$ cat config.mk
export PLATFORM = sky130hd
export DESIGN_NAME = urs_bank
export DESIGN_NICKNAME = d
export VERILOG_FILES = /design/src/urs_pkg.sv /design/src/urs_bank.sv /design/src/urs_mem.sv
export SDC_FILE = /design/constraint.sdc
export NUM_CORES = 1
export LEC_CHECK = 0
export BUFFER_PORTS_ARGS = -buffer_cell sky130_fd_sc_hd__buf_2
export CAP_MARGIN = 5
export CORE_ASPECT_RATIO = 0.9
export CORE_MARGIN = 5
export CORE_UTILIZATION = 35
export DETAILED_ROUTE_END_ITERATION = 10
export SLEW_MARGIN = 20
export SYNTH_ARGS = -nofsm -noshare
export SYNTH_HDL_FRONTEND = slang
export SYNTH_HIERARCHICAL = 1
export SYNTH_SLANG_ARGS = --single-unit
$ cat constraint.sdc
create_clock -name I_CLK -period 4.45 [get_ports I_CLK]
set_clock_uncertainty 0.1 [all_clocks]
set_input_delay 0.2225 -clock I_CLK [delete_from_list [all_inputs] [get_ports I_CLK]]
set_output_delay 0.2225 -clock I_CLK [all_outputs]
set_load 0.05 [all_outputs]
$ cat src/urs_pkg.sv
// Purpose: Shared constants and types for the quad UART reset defaults and FIFO status bank.
// Assumes: One clock, asynchronous active-low reset, synchronous host strobes.
// Notes: Offsets are register indexes on the 5-bit host address.
package urs_pkg;
	localparam int NCH = 4;
	localparam int AW = 5;
	localparam int DW = 8;

	localparam logic [4:0] OFS_HOLD = 5'h00;
	localparam logic [4:0] OFS_IER = 5'h01;
	localparam logic [4:0] OFS_ISR = 5'h02;
	localparam logic [4:0] OFS_LCR = 5'h03;
	localparam logic [4:0] OFS_MCR = 5'h04;
	localparam logic [4:0] OFS_LSR = 5'h05;
	localparam logic [4:0] OFS_MSR = 5'h06;
	localparam logic [4:0] OFS_SPR = 5'h07;
	localparam logic [4:0] OFS_DLL = 5'h08;
	localparam logic [4:0] OFS_DLM = 5'h09;
	localparam logic [4:0] OFS_ENHANCED_MODE_SELECT_REG = 5'h0a;
	localparam logic [4:0] OFS_FIFO_LEVEL_REG = 5'h0b;
	localparam logic [4:0] OFS_TRG = 5'h0c;
	localparam logic [4:0] OFS_FCNT = 5'h0d;
	localparam logic [4:0] OFS_FEATURE_CONTROL_REG = 5'h0e;
	localparam logic [4:0] OFS_EFR = 5'h0f;
	localparam logic [4:0] OFS_XON_CHAR_ONE = 5'h10;
	localparam logic [4:0] OFS_XON_CHAR_TWO = 5'h11;
	localparam logic [4:0] OFS_XOFF_CHAR_ONE = 5'h12;
	localparam logic [4:0] OFS_XOFF_CHAR_TWO = 5'h13;

	localparam logic [7:0] RST_ZERO = 8'h00;
	localparam logic [7:0] RST_ISR = 8'h01;
	localparam logic [7:0] RST_LSR = 8'h60;
	localparam logic [7:0] RST_SPR = 8'hff;
	localparam logic [7:0] RST_FIFO_READY_STATUS = 8'hff;
	localparam logic [3:0] RST_DELTA = 4'h0;

	localparam int MCR_DTR_BIT = 0;
	localparam int MCR_RTS_BIT = 1;
	localparam int ISR_NONE_BIT = 0;
	localparam int FEATURE_CONTROL_REG_SWAP_BIT = 6;

	localparam logic [1:0] SLOT_DLL = 2'h0;
	localparam logic [1:0] SLOT_DLM = 2'h1;
	localparam logic [1:0] SLOT_THR = 2'h2;
	localparam logic [1:0] SLOT_RHR = 2'h3;

	typedef struct packed {
		logic [7:0] interrupt_source_reg;
		logic [7:0] line_status_reg;
		logic [7:0] fifo_level_reg;
		logic [7:0] fcnt;
		logic [3:0] delta;
	} urs_stat_t;
endpackage

$ cat src/urs_bank.sv
// Purpose: Per-channel register bank with reset defaults, flow characters and FIFO status.
// Assumes: Host strobes and status inputs are synchronous to I_CLK.
// Notes: Reads return data one edge after the strobe edge; the status select wins the bus.
`timescale 1ns/1ps
module urs_bank #(
	parameter bit TRISTATE_INT = 1'b1,
	parameter int NCH = urs_pkg::NCH
) (
	input wire logic I_CLK,
	input wire logic I_RST_N,
	input wire logic I_CS_N,
	input wire logic [1:0] I_CH,
	input wire logic [urs_pkg::AW-1:0] I_ADDR,
	input wire logic I_RD_N,
	input wire logic I_WR_N,
	input wire logic [7:0] I_DATA,
	input wire logic I_STATUS_READ_SELECT_N,
	input wire logic I_BUS_ALT_MODE,
	input wire logic I_INTERRUPT_STYLE_SELECT,
	input wire logic [NCH-1:0][3:0] I_MODEM_N,
	input wire urs_pkg::urs_stat_t [NCH-1:0] I_STAT,
	input wire logic [NCH-1:0] I_TX_SPACE,
	input wire logic [NCH-1:0] I_RX_AVAIL,
	input wire logic [NCH-1:0] I_TX_SER,
	input wire logic [NCH-1:0] I_IR_SER,
	output logic [7:0] O_DATA,
	output logic O_DATA_OE,
	output logic [NCH-1:0] O_TX,
	output logic [NCH-1:0] O_INFRARED_TX_OUT,
	output logic [NCH-1:0] O_RTS_N,
	output logic [NCH-1:0] O_DTR_N,
	output logic [NCH-1:0] O_TX_SPACE_READY_N,
	output logic [NCH-1:0] O_RX_DATA_READY_N,
	output logic O_INT,
	output logic O_INT_OE,
	output logic O_IRQ_N,
	output logic O_IRQ_N_OE
);
	logic [7:0] ier_reg [NCH];
	logic [7:0] fcr_reg [NCH];
	logic [7:0] lcr_reg [NCH];
	logic [7:0] mcr_reg [NCH];
	logic [7:0] spr_reg [NCH];
	logic [7:0] enhanced_mode_select_reg_reg [NCH];
	logic [7:0] trg_reg [NCH];
	logic [7:0] feature_control_reg_reg [NCH];
	logic [7:0] efr_reg [NCH];
	logic [7:0] xon_char_one_reg [NCH];
	logic [7:0] xon_char_two_reg [NCH];
	logic [7:0] xoff_char_one_reg [NCH];
	logic [7:0] xoff_char_two_reg [NCH];
	urs_pkg::urs_stat_t stat_reg [NCH];
	logic [3:0] msr_hi_reg [NCH];
	logic [7:0] fifo_ready_status_reg;
	logic rd_act_reg;
	logic wr_act_reg;
	logic [7:0] stage_reg;
	logic stage_mem_reg;
	logic [7:0] mem_rdata;

	wire rd_act = !I_CS_N && !I_RD_N;
	wire wr_act = !I_CS_N && !I_WR_N;
	wire rd_start = rd_act && !rd_act_reg;
	wire wr_pulse = wr_act && !wr_act_reg;
	wire swap = feature_control_reg_reg[I_CH][urs_pkg::FEATURE_CONTROL_REG_SWAP_BIT];
	wire wr_ier = wr_pulse && I_ADDR == urs_pkg::OFS_IER;
	wire wr_fcr = wr_pulse && I_ADDR == urs_pkg::OFS_ISR;
	wire wr_lcr = wr_pulse && I_ADDR == urs_pkg::OFS_LCR;
	wire wr_mcr = wr_pulse && I_ADDR == urs_pkg::OFS_MCR;
	wire wr_spr = wr_pulse && I_ADDR == urs_pkg::OFS_SPR && !swap;
	wire wr_enhanced_mode_select_reg = wr_pulse && (I_ADDR == urs_pkg::OFS_ENHANCED_MODE_SELECT_REG ||
		(I_ADDR == urs_pkg::OFS_SPR && swap));
	wire wr_trg = wr_pulse && I_ADDR == urs_pkg::OFS_TRG;
	wire wr_feature_control_reg = wr_pulse && I_ADDR == urs_pkg::OFS_FEATURE_CONTROL_REG;
	wire wr_efr = wr_pulse && I_ADDR == urs_pkg::OFS_EFR;
	wire wr_xon_char_one = wr_pulse && I_ADDR == urs_pkg::OFS_XON_CHAR_ONE;
	wire wr_xon_char_two = wr_pulse && I_ADDR == urs_pkg::OFS_XON_CHAR_TWO;
	wire wr_xoff_char_one = wr_pulse && I_ADDR == urs_pkg::OFS_XOFF_CHAR_ONE;
	wire wr_xoff_char_two = wr_pulse && I_ADDR == urs_pkg::OFS_XOFF_CHAR_TWO;

	// Divisor and holding bytes sit in unreset storage.
	wire [1:0] wslot = (I_ADDR == urs_pkg::OFS_DLL) ? urs_pkg::SLOT_DLL :
		(I_ADDR == urs_pkg::OFS_DLM) ? urs_pkg::SLOT_DLM : urs_pkg::SLOT_THR;
	wire is_mem_wr = I_ADDR == urs_pkg::OFS_DLL || I_ADDR == urs_pkg::OFS_DLM ||
		I_ADDR == urs_pkg::OFS_HOLD;
	wire [1:0] rslot = (I_ADDR == urs_pkg::OFS_DLL) ? urs_pkg::SLOT_DLL :
		(I_ADDR == urs_pkg::OFS_DLM) ? urs_pkg::SLOT_DLM : urs_pkg::SLOT_RHR;
	wire mem_we = wr_pulse && is_mem_wr;

	urs_mem #(.W(8), .DEPTH(16), .AW(4)) u_mem (
		.i_clk(I_CLK),
		.i_rst_n(I_RST_N),
		.i_we(mem_we),
		.i_waddr({I_CH, wslot}),
		.i_wdata(I_DATA),
		.i_raddr({I_CH, rslot}),
		.o_rdata(mem_rdata)
	);

	// With the swap bit set the scratchpad slot reads the FIFO count instead.
	wire [7:0] msr_val = {msr_hi_reg[I_CH], stat_reg[I_CH].delta};
	wire [7:0] reg_rd =
		(I_ADDR == urs_pkg::OFS_IER) ? ier_reg[I_CH] :
		(I_ADDR == urs_pkg::OFS_ISR) ? stat_reg[I_CH].interrupt_source_reg :
		(I_ADDR == urs_pkg::OFS_LCR) ? lcr_reg[I_CH] :
		(I_ADDR == urs_pkg::OFS_MCR) ? mcr_reg[I_CH] :
		(I_ADDR == urs_pkg::OFS_LSR) ? stat_reg[I_CH].line_status_reg :
		(I_ADDR == urs_pkg::OFS_MSR) ? msr_val :
		(I_ADDR == urs_pkg::OFS_SPR) ? (swap ? stat_reg[I_CH].fcnt : spr_reg[I_CH]) :
		(I_ADDR == urs_pkg::OFS_ENHANCED_MODE_SELECT_REG) ? enhanced_mode_select_reg_reg[I_CH] :
		(I_ADDR == urs_pkg::OFS_FIFO_LEVEL_REG) ? stat_reg[I_CH].fifo_level_reg :
		(I_ADDR == urs_pkg::OFS_TRG) ? trg_reg[I_CH] :
		(I_ADDR == urs_pkg::OFS_FCNT) ? stat_reg[I_CH].fcnt :
		(I_ADDR == urs_pkg::OFS_FEATURE_CONTROL_REG) ? feature_control_reg_reg[I_CH] :
		(I_ADDR == urs_pkg::OFS_EFR) ? efr_reg[I_CH] :
		(I_ADDR == urs_pkg::OFS_XON_CHAR_ONE) ? xon_char_one_reg[I_CH] :
		(I_ADDR == urs_pkg::OFS_XON_CHAR_TWO) ? xon_char_two_reg[I_CH] :
		(I_ADDR == urs_pkg::OFS_XOFF_CHAR_ONE) ? xoff_char_one_reg[I_CH] :
		(I_ADDR == urs_pkg::OFS_XOFF_CHAR_TWO) ? xoff_char_two_reg[I_CH] : urs_pkg::RST_ZERO;
	wire reg_is_mem = I_ADDR == urs_pkg::OFS_DLL || I_ADDR == urs_pkg::OFS_DLM ||
		I_ADDR == urs_pkg::OFS_HOLD;

	logic [NCH-1:0] pend;
	always_comb begin
		for (int c = 0; c < NCH; c++) begin
			pend[c] = !stat_reg[c].interrupt_source_reg[urs_pkg::ISR_NONE_BIT];
		end
	end
	wire any_pend = |pend;
	wire irq_mode = I_BUS_ALT_MODE && !I_INTERRUPT_STYLE_SELECT;

	// Every channel resets together on the one reset input.
	always_ff @(posedge I_CLK or negedge I_RST_N) begin
		if (!I_RST_N) begin
			for (int c = 0; c < NCH; c++) begin
				ier_reg[c] <= urs_pkg::RST_ZERO;
				fcr_reg[c] <= urs_pkg::RST_ZERO;
				lcr_reg[c] <= urs_pkg::RST_ZERO;
				mcr_reg[c] <= urs_pkg::RST_ZERO;
				spr_reg[c] <= urs_pkg::RST_SPR;
				enhanced_mode_select_reg_reg[c] <= urs_pkg::RST_ZERO;
				trg_reg[c] <= urs_pkg::RST_ZERO;
				feature_control_reg_reg[c] <= urs_pkg::RST_ZERO;
				efr_reg[c] <= urs_pkg::RST_ZERO;
				xon_char_one_reg[c] <= urs_pkg::RST_ZERO;
				xon_char_two_reg[c] <= urs_pkg::RST_ZERO;
				xoff_char_one_reg[c] <= urs_pkg::RST_ZERO;
				xoff_char_two_reg[c] <= urs_pkg::RST_ZERO;
			end
		end else begin
			if (wr_ier) ier_reg[I_CH] <= I_DATA;
			if (wr_fcr) fcr_reg[I_CH] <= I_DATA;
			if (wr_lcr) lcr_reg[I_CH] <= I_DATA;
			if (wr_mcr) mcr_reg[I_CH] <= I_DATA;
			if (wr_spr) spr_reg[I_CH] <= I_DATA;
			if (wr_enhanced_mode_select_reg) enhanced_mode_select_reg_reg[I_CH] <= I_DATA;
			if (wr_trg) trg_reg[I_CH] <= I_DATA;
			if (wr_feature_control_reg) feature_control_reg_reg[I_CH] <= I_DATA;
			if (wr_efr) efr_reg[I_CH] <= I_DATA;
			if (wr_xon_char_one) xon_char_one_reg[I_CH] <= I_DATA;
			if (wr_xon_char_two) xon_char_two_reg[I_CH] <= I_DATA;
			if (wr_xoff_char_one) xoff_char_one_reg[I_CH] <= I_DATA;
			if (wr_xoff_char_two) xoff_char_two_reg[I_CH] <= I_DATA;
		end
	end

	// Engine status is copied each edge; reset shows the idle values.
	always_ff @(posedge I_CLK or negedge I_RST_N) begin
		if (!I_RST_N) begin
			for (int c = 0; c < NCH; c++) begin
				stat_reg[c].interrupt_source_reg <= urs_pkg::RST_ISR;
				stat_reg[c].line_status_reg <= urs_pkg::RST_LSR;
				stat_reg[c].fifo_level_reg <= urs_pkg::RST_ZERO;
				stat_reg[c].fcnt <= urs_pkg::RST_ZERO;
				stat_reg[c].delta <= urs_pkg::RST_DELTA;
			end
		end else begin
			for (int c = 0; c < NCH; c++) begin
				stat_reg[c] <= I_STAT[c];
			end
		end
	end

	// No reset here on purpose: the input levels must show even while reset is held.
	always_ff @(posedge I_CLK) begin
		for (int c = 0; c < NCH; c++) begin
			msr_hi_reg[c] <= ~I_MODEM_N[c];
		end
	end

	always_ff @(posedge I_CLK or negedge I_RST_N) begin
		if (!I_RST_N) begin
			O_TX <= '1;
			O_INFRARED_TX_OUT <= '0;
			O_RTS_N <= '1;
			O_DTR_N <= '1;
			O_RX_DATA_READY_N <= '1;
			O_TX_SPACE_READY_N <= '0;
			fifo_ready_status_reg <= urs_pkg::RST_FIFO_READY_STATUS;
		end else begin
			O_TX <= I_TX_SER;
			O_INFRARED_TX_OUT <= I_IR_SER;
			for (int c = 0; c < NCH; c++) begin
				O_RTS_N[c] <= !mcr_reg[c][urs_pkg::MCR_RTS_BIT];
				O_DTR_N[c] <= !mcr_reg[c][urs_pkg::MCR_DTR_BIT];
			end
			O_RX_DATA_READY_N <= ~I_RX_AVAIL;
			O_TX_SPACE_READY_N <= ~I_TX_SPACE;
			fifo_ready_status_reg <= {O_RX_DATA_READY_N, ~O_TX_SPACE_READY_N};
		end
	end

	// The tristate variant floats the line on reset, the continuous one drives it low.
	always_ff @(posedge I_CLK or negedge I_RST_N) begin
		if (!I_RST_N) begin
			O_INT <= 1'b0;
			O_INT_OE <= !TRISTATE_INT;
			O_IRQ_N <= 1'b1;
			O_IRQ_N_OE <= 1'b1;
		end else begin
			O_INT <= any_pend;
			O_INT_OE <= TRISTATE_INT ? any_pend : 1'b1;
			O_IRQ_N <= !any_pend;
			O_IRQ_N_OE <= irq_mode;
		end
	end

	// Two-stage read path keeps the bus data coming from a flop.
	always_ff @(posedge I_CLK or negedge I_RST_N) begin
		if (!I_RST_N) begin
			rd_act_reg <= 1'b0;
			wr_act_reg <= 1'b0;
			stage_reg <= urs_pkg::RST_ZERO;
			stage_mem_reg <= 1'b0;
			O_DATA <= urs_pkg::RST_ZERO;
			O_DATA_OE <= 1'b0;
		end else begin
			rd_act_reg <= rd_act;
			wr_act_reg <= wr_act;
			if (rd_start) begin
				stage_reg <= reg_rd;
				stage_mem_reg <= reg_is_mem;
			end
			if (!I_STATUS_READ_SELECT_N) begin
				O_DATA <= fifo_ready_status_reg;
			end else if (rd_act_reg) begin
				O_DATA <= stage_mem_reg ? mem_rdata : stage_reg;
			end
			O_DATA_OE <= !I_STATUS_READ_SELECT_N || (rd_act_reg && rd_act);
		end
	end
endmodule // urs_bank

$ cat src/urs_mem.sv
// Purpose: Small byte store for divisor and holding bytes, with a registered read.
// Assumes: One write port and one read port on the same clock.
// Notes: The array has no reset, so its contents are undefined until written.
`timescale 1ns/1ps
module urs_mem #(
	parameter int W = 8,
	parameter int DEPTH = 16,
	parameter int AW = 4
) (
	input wire logic i_clk,
	input wire logic i_rst_n,
	input wire logic i_we,
	input wire logic [AW-1:0] i_waddr,
	input wire logic [W-1:0] i_wdata,
	input wire logic [AW-1:0] i_raddr,
	output logic [W-1:0] o_rdata
);
	logic [W-1:0] mem [DEPTH];

	always_ff @(posedge i_clk) begin
		if (i_we) begin
			mem[i_waddr] <= i_wdata;
		end
	end

	always_ff @(posedge i_clk or negedge i_rst_n) begin
		if (!i_rst_n) begin
			o_rdata <= '0;
		end else begin
			o_rdata <= mem[i_raddr];
		end
	end
endmodule // urs_mem

Word level (Yosys, flattened, before mapping)
Memories as Yosys holds them, arrays and structs flattened. A register that Yosys moved wholly into a read port is not among the register bits. Index checks and enable logic that the tools add are counted.

Register bits after elaboration: 583. Bits in writable memories: 144. Input port bits: 199. Output and inout port bits: 37. Word-level logic and storage cells: 246. Memories kept: 2.

Order comparisons: 2. Equality and inequality tests: 20. Multiplexer cells: 80. Bitwise logic cells: 8. Reduce and logical (&&, ||, !) cells: 50.

Memories: u_mem.mem (words 16, width 8, read ports 1, clocked after memory_dff 1, wr ports 1, line urs_mem.sv:18) `logic [W-1:0] mem [DEPTH];`; msr_hi_reg (words 4, width 4, read ports 1, clocked after memory_dff 0, wr ports 4, line urs_bank.sv:53) `logic [3:0] msr_hi_reg [NCH];`.

Operators by type and width (count): 32-bit bitwise mux (12); 8-bit two-way mux (46); 8-bit binary-select mux with 2-bit select (12); 36-bit binary-select mux with 2-bit select (1); 36-bit two-way mux (2); 5-bit by 4-bit == test with 1-bit output (second input constant) (8); 4-bit inverter (7); 1-bit logical AND (22); 1-bit logical NOT (22); 5-bit by 3-bit == test with 1-bit output (second input constant) (4); 5-bit == test (second input constant) (4); 8-bit demux with 2-bit select (1); 5-bit by 2-bit == test with 1-bit output (second input constant) (2); 2-bit two-way mux (4); 5-bit by 1-bit == test with 1-bit output (second input constant) (1); 5-bit logical NOT (1); 1-bit logical OR (4); 4-bit OR reduction (1); 3-bit >= comparator (second input constant) (1); 3-bit by 1-bit less-than comparator with 1-bit output (second input constant) (1); 2-bit inverter with 3-bit output (1); 1-bit two-way mux (2); 2-bit by 1-bit != test with 1-bit output (second input constant) (1).

Depth between registers and ports, before layout
Depth in word-level cells: 21. Depth in mapped cells: 9. Depth with buffers taken out: 6.

Modules after synthesis
Netlist, hierarchy kept.

By module, submodules not included: urs_bank (instances 1, cells an instance 1645, area each 25384.3 µm²); urs_mem (instances 1, cells an instance 229, area each 5187.5 µm²).

Worst setup path before layout
Ideal clock, no wire load.

Kind: input to register. Start: input port I_ADDR[1] (netlist bit). End: memory u_mem.mem[0][0], enable pin. Arrival time: 2343 ps. Path slack: 1623 ps. Stages: 8. Path buffers: 3. Cell sequence: clkbuf_1 > buf_2 > buf_1 > nor3_1 > o21ai_0 > nor2_1 > or3b_2 > nor3_1.

Cells in the longest elaborated chain, start to end: 6.

Ends and longest elaborated chain: start: declaration (line urs_bank.sv:13) `input wire logic [urs_pkg::AW-1:0] I_ADDR,`; 5-bit by 4-bit == test with 1-bit output (line urs_bank.sv:84) `wire is_mem_wr = I_ADDR == urs_pkg::OFS_DLL || I_ADDR == urs_pkg::OFS_DLM ||`; 1-bit logical OR (line urs_bank.sv:84); 1-bit logical OR * (line urs_bank.sv:84); 1-bit logical AND * (line urs_bank.sv:88) `wire mem_we = wr_pulse && is_mem_wr;`; via mem_we (line urs_bank.sv:88); 1-bit two-way mux * (line urs_mem.sv:21) `if (i_we) begin`; 1-bit two-way mux (implied by the code) * (line urs_mem.sv:22) `mem[i_waddr] <= i_wdata;`; end: declaration (line urs_mem.sv:18).

Mark *: on every way through the listed nets, which the timed path passes. The rest lies on a longest branch.

Worst setup path in the final report
Start: input port I_WR_N. End: memory u_mem.mem[2][7], enable pin.

Cells in the longest elaborated chain, start to end: 6.

Ends and longest elaborated chain: start: declaration (line urs_bank.sv:15) `input wire logic I_WR_N,`; 1-bit logical NOT (line urs_bank.sv:62) `wire wr_act = !I_CS_N && !I_WR_N;`; 1-bit logical AND (line urs_bank.sv:62); 1-bit logical AND (line urs_bank.sv:64) `wire wr_pulse = wr_act && !wr_act_reg;`; 1-bit logical AND (line urs_bank.sv:88); via mem_we (line urs_bank.sv:88); 1-bit two-way mux (line urs_mem.sv:21); 1-bit two-way mux (implied by the code) (line urs_mem.sv:22).

The timed path passes the listed nets, and every way through them passes these cells.

==> run summary <==
The H-tree was split into 3 levels. For this configuration, the core starts out at a cell density of 35.38%. The run gives 16.53 nW as the static leakage. TritonCTS built the clock tree.

The number of hold violations in the final report is 0, and the count of mapped cells out of synthesis is 1874. Among all flip-flop cells after synthesis, the most frequent one is sky130_fd_sc_hd__dfrtp_1. The global-route total usage across every layer is 17.31%. The total count of max-transition violations in the final report was 0. In the routed layout, each cell is associated on average with a via count of 5.197. The tool flagged a number of max-cap violations equal to 0. The register with the most flip-flops in the layout has 144 of them. Element type at the critical path start: a primary input.

The area of the die is 93370 sq um. For this run, the number of Yosys warnings is 6. Clock tree synthesis selected as its root buffer the cell sky130_fd_sc_hd__clkbuf_16. The initial antenna violation count is 7. By area the synthesized netlist is led by sky130_fd_sc_hd__dfrtp_1 43%, sky130_fd_sc_hd__mux2_2 14%, sky130_fd_sc_hd__edfxtp_1 13%.

For the required time of the critical path, the log shows 4.59 ns. The met3 wire length came out at 6.367 mm. The logs give 3176 for the instance count after placement with tap cells included and 81.21 mm for the wire length after detailed routing.

Registers take 19040 sq um. After detailed routing, the average wire length per cell comes to 23.13 um. The clock period could shrink to 2.948 ns. Power spread over the standard cell area amounts to 405.0 nW/um^2. TritonCTS created 78 clock buffers.

For this run, the detailed router's first-pass iteration total came to 6. In this run the tool buffered the top-level ports with 235 buffer cells. For the fraction of the yosys area taken by sequential cells, the log shows 62.28%.

The async set-or-reset flop fraction in the synthesized netlist is 80.41%, and the maximum count of clock buffers along a single path is 3. The worst path uses 66.26% of the clock period. For the worst-skew pair, the clock arrives at the later sink with an insertion delay of 0.63 ns.

The tools report the total area of multi-input combinational cells as 10750 sq um. For the highest clock frequency the design can meet, the log shows 0.3392 GHz. The type of destination of the critical path was a register. The critical path in this run is classified as primary input to register.

Setup repair after global routing left no endpoint under its margin. Synthesis instantiated 75 different standard cells from the library. Leaving out fill and tap cells, the most frequent cells in the layout are 521 x sky130_fd_sc_hd__dfrtp_1, 376 x sky130_fd_sc_hd__mux2_2, 232 x sky130_fd_sc_hd__buf_2. The total grt overflow was 0. From bottom edge to top edge, the die measures 290.4 um. Setup violations remaining at the end of the flow were counted as 0. The top-area cell type share of the netlist area was 42.65%. The logs give 19.70k for the number of global-route vias before repair and 0 for the post-route DRC violation count.

The floorplan has 102 rows. The cell with the biggest individual delay on the critical path is sky130_fd_sc_hd__nor2_1. For the post-synthesis instance area, the log shows 30570 sq um. For the worst setup path, the data arrival time is 3.09 ns. Headroom to the max-slew limit came out at 27.92%. The wire-length estimate of the detail-placed layout is 52.19 mm. The die is 321.5 um wide. Traced cell by cell, the critical path runs through dlygate4sd3_1 > buf_2 > or3_1 > nor2_1 > or3b_2 > nor2_1. Excluding fillers, the count of instances in the completed layout stands at 3511. The path type of the worst min-delay path was primary input to register. Gates resized during post-CTS repair numbered 0. In the final routing, the length of wire on met1 measures 34.84 mm.

The detailed-route via count is 18.25k, and the net total in the final layout is 2495. The detailed router finished its first iteration with 1359 violations. Most common cell after layout, fill and taps aside: sky130_fd_sc_hd__dfrtp_1.

The cell area after placement is 32960 sq um, and the total clock sinks is 735. Clock-pin slew was measured on the worst setup and hold paths at 0.06 ns. The measured slew at the worst slew-check pin is 1.077 ns. Summed over all failing endpoints, the final setup total negative slack is 0 ns. The number of nets in the synthesized netlist is 2073. The count of nets left with antenna violations once routing finished came out at 0.

The flow ran to the end, and the final reports show no timing, DRC or antenna violations. The logs give 7521 for the number of filler cells placed in the layout and 236 for the number of top-level pins. The congestion estimate from routability-driven global placement came to 0.9320. The worst-path maximum fanout was 8. The tools report the post-layout instance area as 37500 sq um. The top routing layer in use was met5. The first global-routing pass estimated 123.9 mm of wire. Counting flops and latches in the post-synthesis netlist gives 735. The layout-stage area growth over the synthesis result came out at 22.67%. Dividing the synthesized area by the synthesized cell count gives 16.31 sq um. The register-to-register setup slack was 1.50 ns. Summed over all nets, wire length on met2 after detailed routing comes to 37.64 mm. The number of flops mapped to enable cells by yosys was 128; the core area was 86400 sq um. The worst-case IR drop observed on VDD is 0.3670 mV.

The maximum single-stage delay on the critical path came out at 0.63 ns. Entering global routing, the biggest net connects 114 pins. Once layout is complete, the utilization of the core stands at 43.40%.

The cell type contributing the most total cell area after synthesis is sky130_fd_sc_hd__dfrtp_1. In the final layout, the share of cells above drive strength 1 is 43.65%. Counting stages on the worst path, the most repeated cell is sky130_fd_sc_hd__nor2_1.
==> per-layer routing <==
layer	up-vias	global-route usage [%]
met3	142	4.645
met4	2	5.115
met2	666	26.93
met1	9559	23.99
met5	-	0
li1	7879	-
==> layout make-up <==
cell class / count / area share, %
Inverter: 43 / 0.4304
Tap cell: 1144 / 3.817
Timing Repair Buffer: 463 / 9.132
Clock inverter: 31 / 1.094
Antenna cell: 5 / 0.03336
Clock buffer: 115 / 6.062
Multi-Input combinational cell: 975 / 28.66
Sequential cell: 735 / 50.77
==> report_power, final <==
part / switching [mW] / internal (mW) / total (mW)
Clock: 2.70 / 3.99 / 6.69
Sequential: 0.128 / 7.13 / 7.25
Combinational: 0.703 / 0.543 / 1.25
Total: 3.53 / 11.7 / 15.2
==> timing repair <==
action                                 CTS  global route
hold buffers                           184             0
buffers inserted                         0             0
endpoints found under the hold margin  277             0
==> critical path: cells and delay by family <==
family	cells	cell delay, ns
and+or+nand+nor	4	2.16
buffers and inverters	2	0.70
==> metrics by stage <==
step | power (mW) | hold WS, ns | setup WS, ns
4_1_cts | 15.34 | 0.08652 | 1.521
5_1_grt | 15.74 | 0.09973 | 1.468
6_report | 15.19 | 0.1274 | 1.502
2_1_floorplan | 7.964 | -0.1731 | 1.623
3_5_place_dp | 8.495 | 0.2287 | 0.9772
3_3_place_gp | 8.453 | 0.2278 | 1.105
==> worst paths after layout <==
check,start,endpoint,depth (start not counted)
setup / recovery,I_WR_N,u_mem/mem[2][7],6
hold / removal,I_STAT[78],stat_reg[42],2
setup reg to reg,wr_act_reg,u_mem/mem[2][7],4
hold reg to reg,O_RX_DATA_READY_N[0],fifo_ready_status_reg[4],0
max in group asynchronous,I_RST_N,ier_reg[20],3
min in group asynchronous,I_RST_N,stat_reg[68],2
==> synthesized netlist by cell type (all sizes together) (3+ instances only) <==
master / number
nor3: 12
o22ai: 15
clkdlybuf4s25: 3
buf: 54
dfxtp: 16
and3: 6
nor2: 73
a221oi: 3
a211oi: 5
or2: 4
nand3: 19
nor3b: 3
edfxtp: 128
clkbuf: 64
nand3b: 4
mux2i: 26
nand4: 7
a2111oi: 5
nand2: 79
dfrtp: 521
inv: 43
o221ai: 4
mux2: 384
nand2b: 10
a21oi: 17
and2: 10
or3: 4
dfstp: 70
o22a: 6
a22oi: 19
o21ai: 30
a32oi: 4
a221o: 4
nor2b: 14
mux4: 169
a22o: 5
o41ai: 3
==> kinds of logic after synthesis <==
| group | Yosys count | share of synthesized area, % |
|---|---|---|
| simple gates | 255 | 4.236 |
| buf+inv | 164 | 2.582 |
| xor+xnor | 2 | 0.05731 |
| flops | 735 | 62.28 |
| mux | 579 | 27.62 |
| compound gates | 139 | 3.225 |
(Power assumes the default switching activity.)
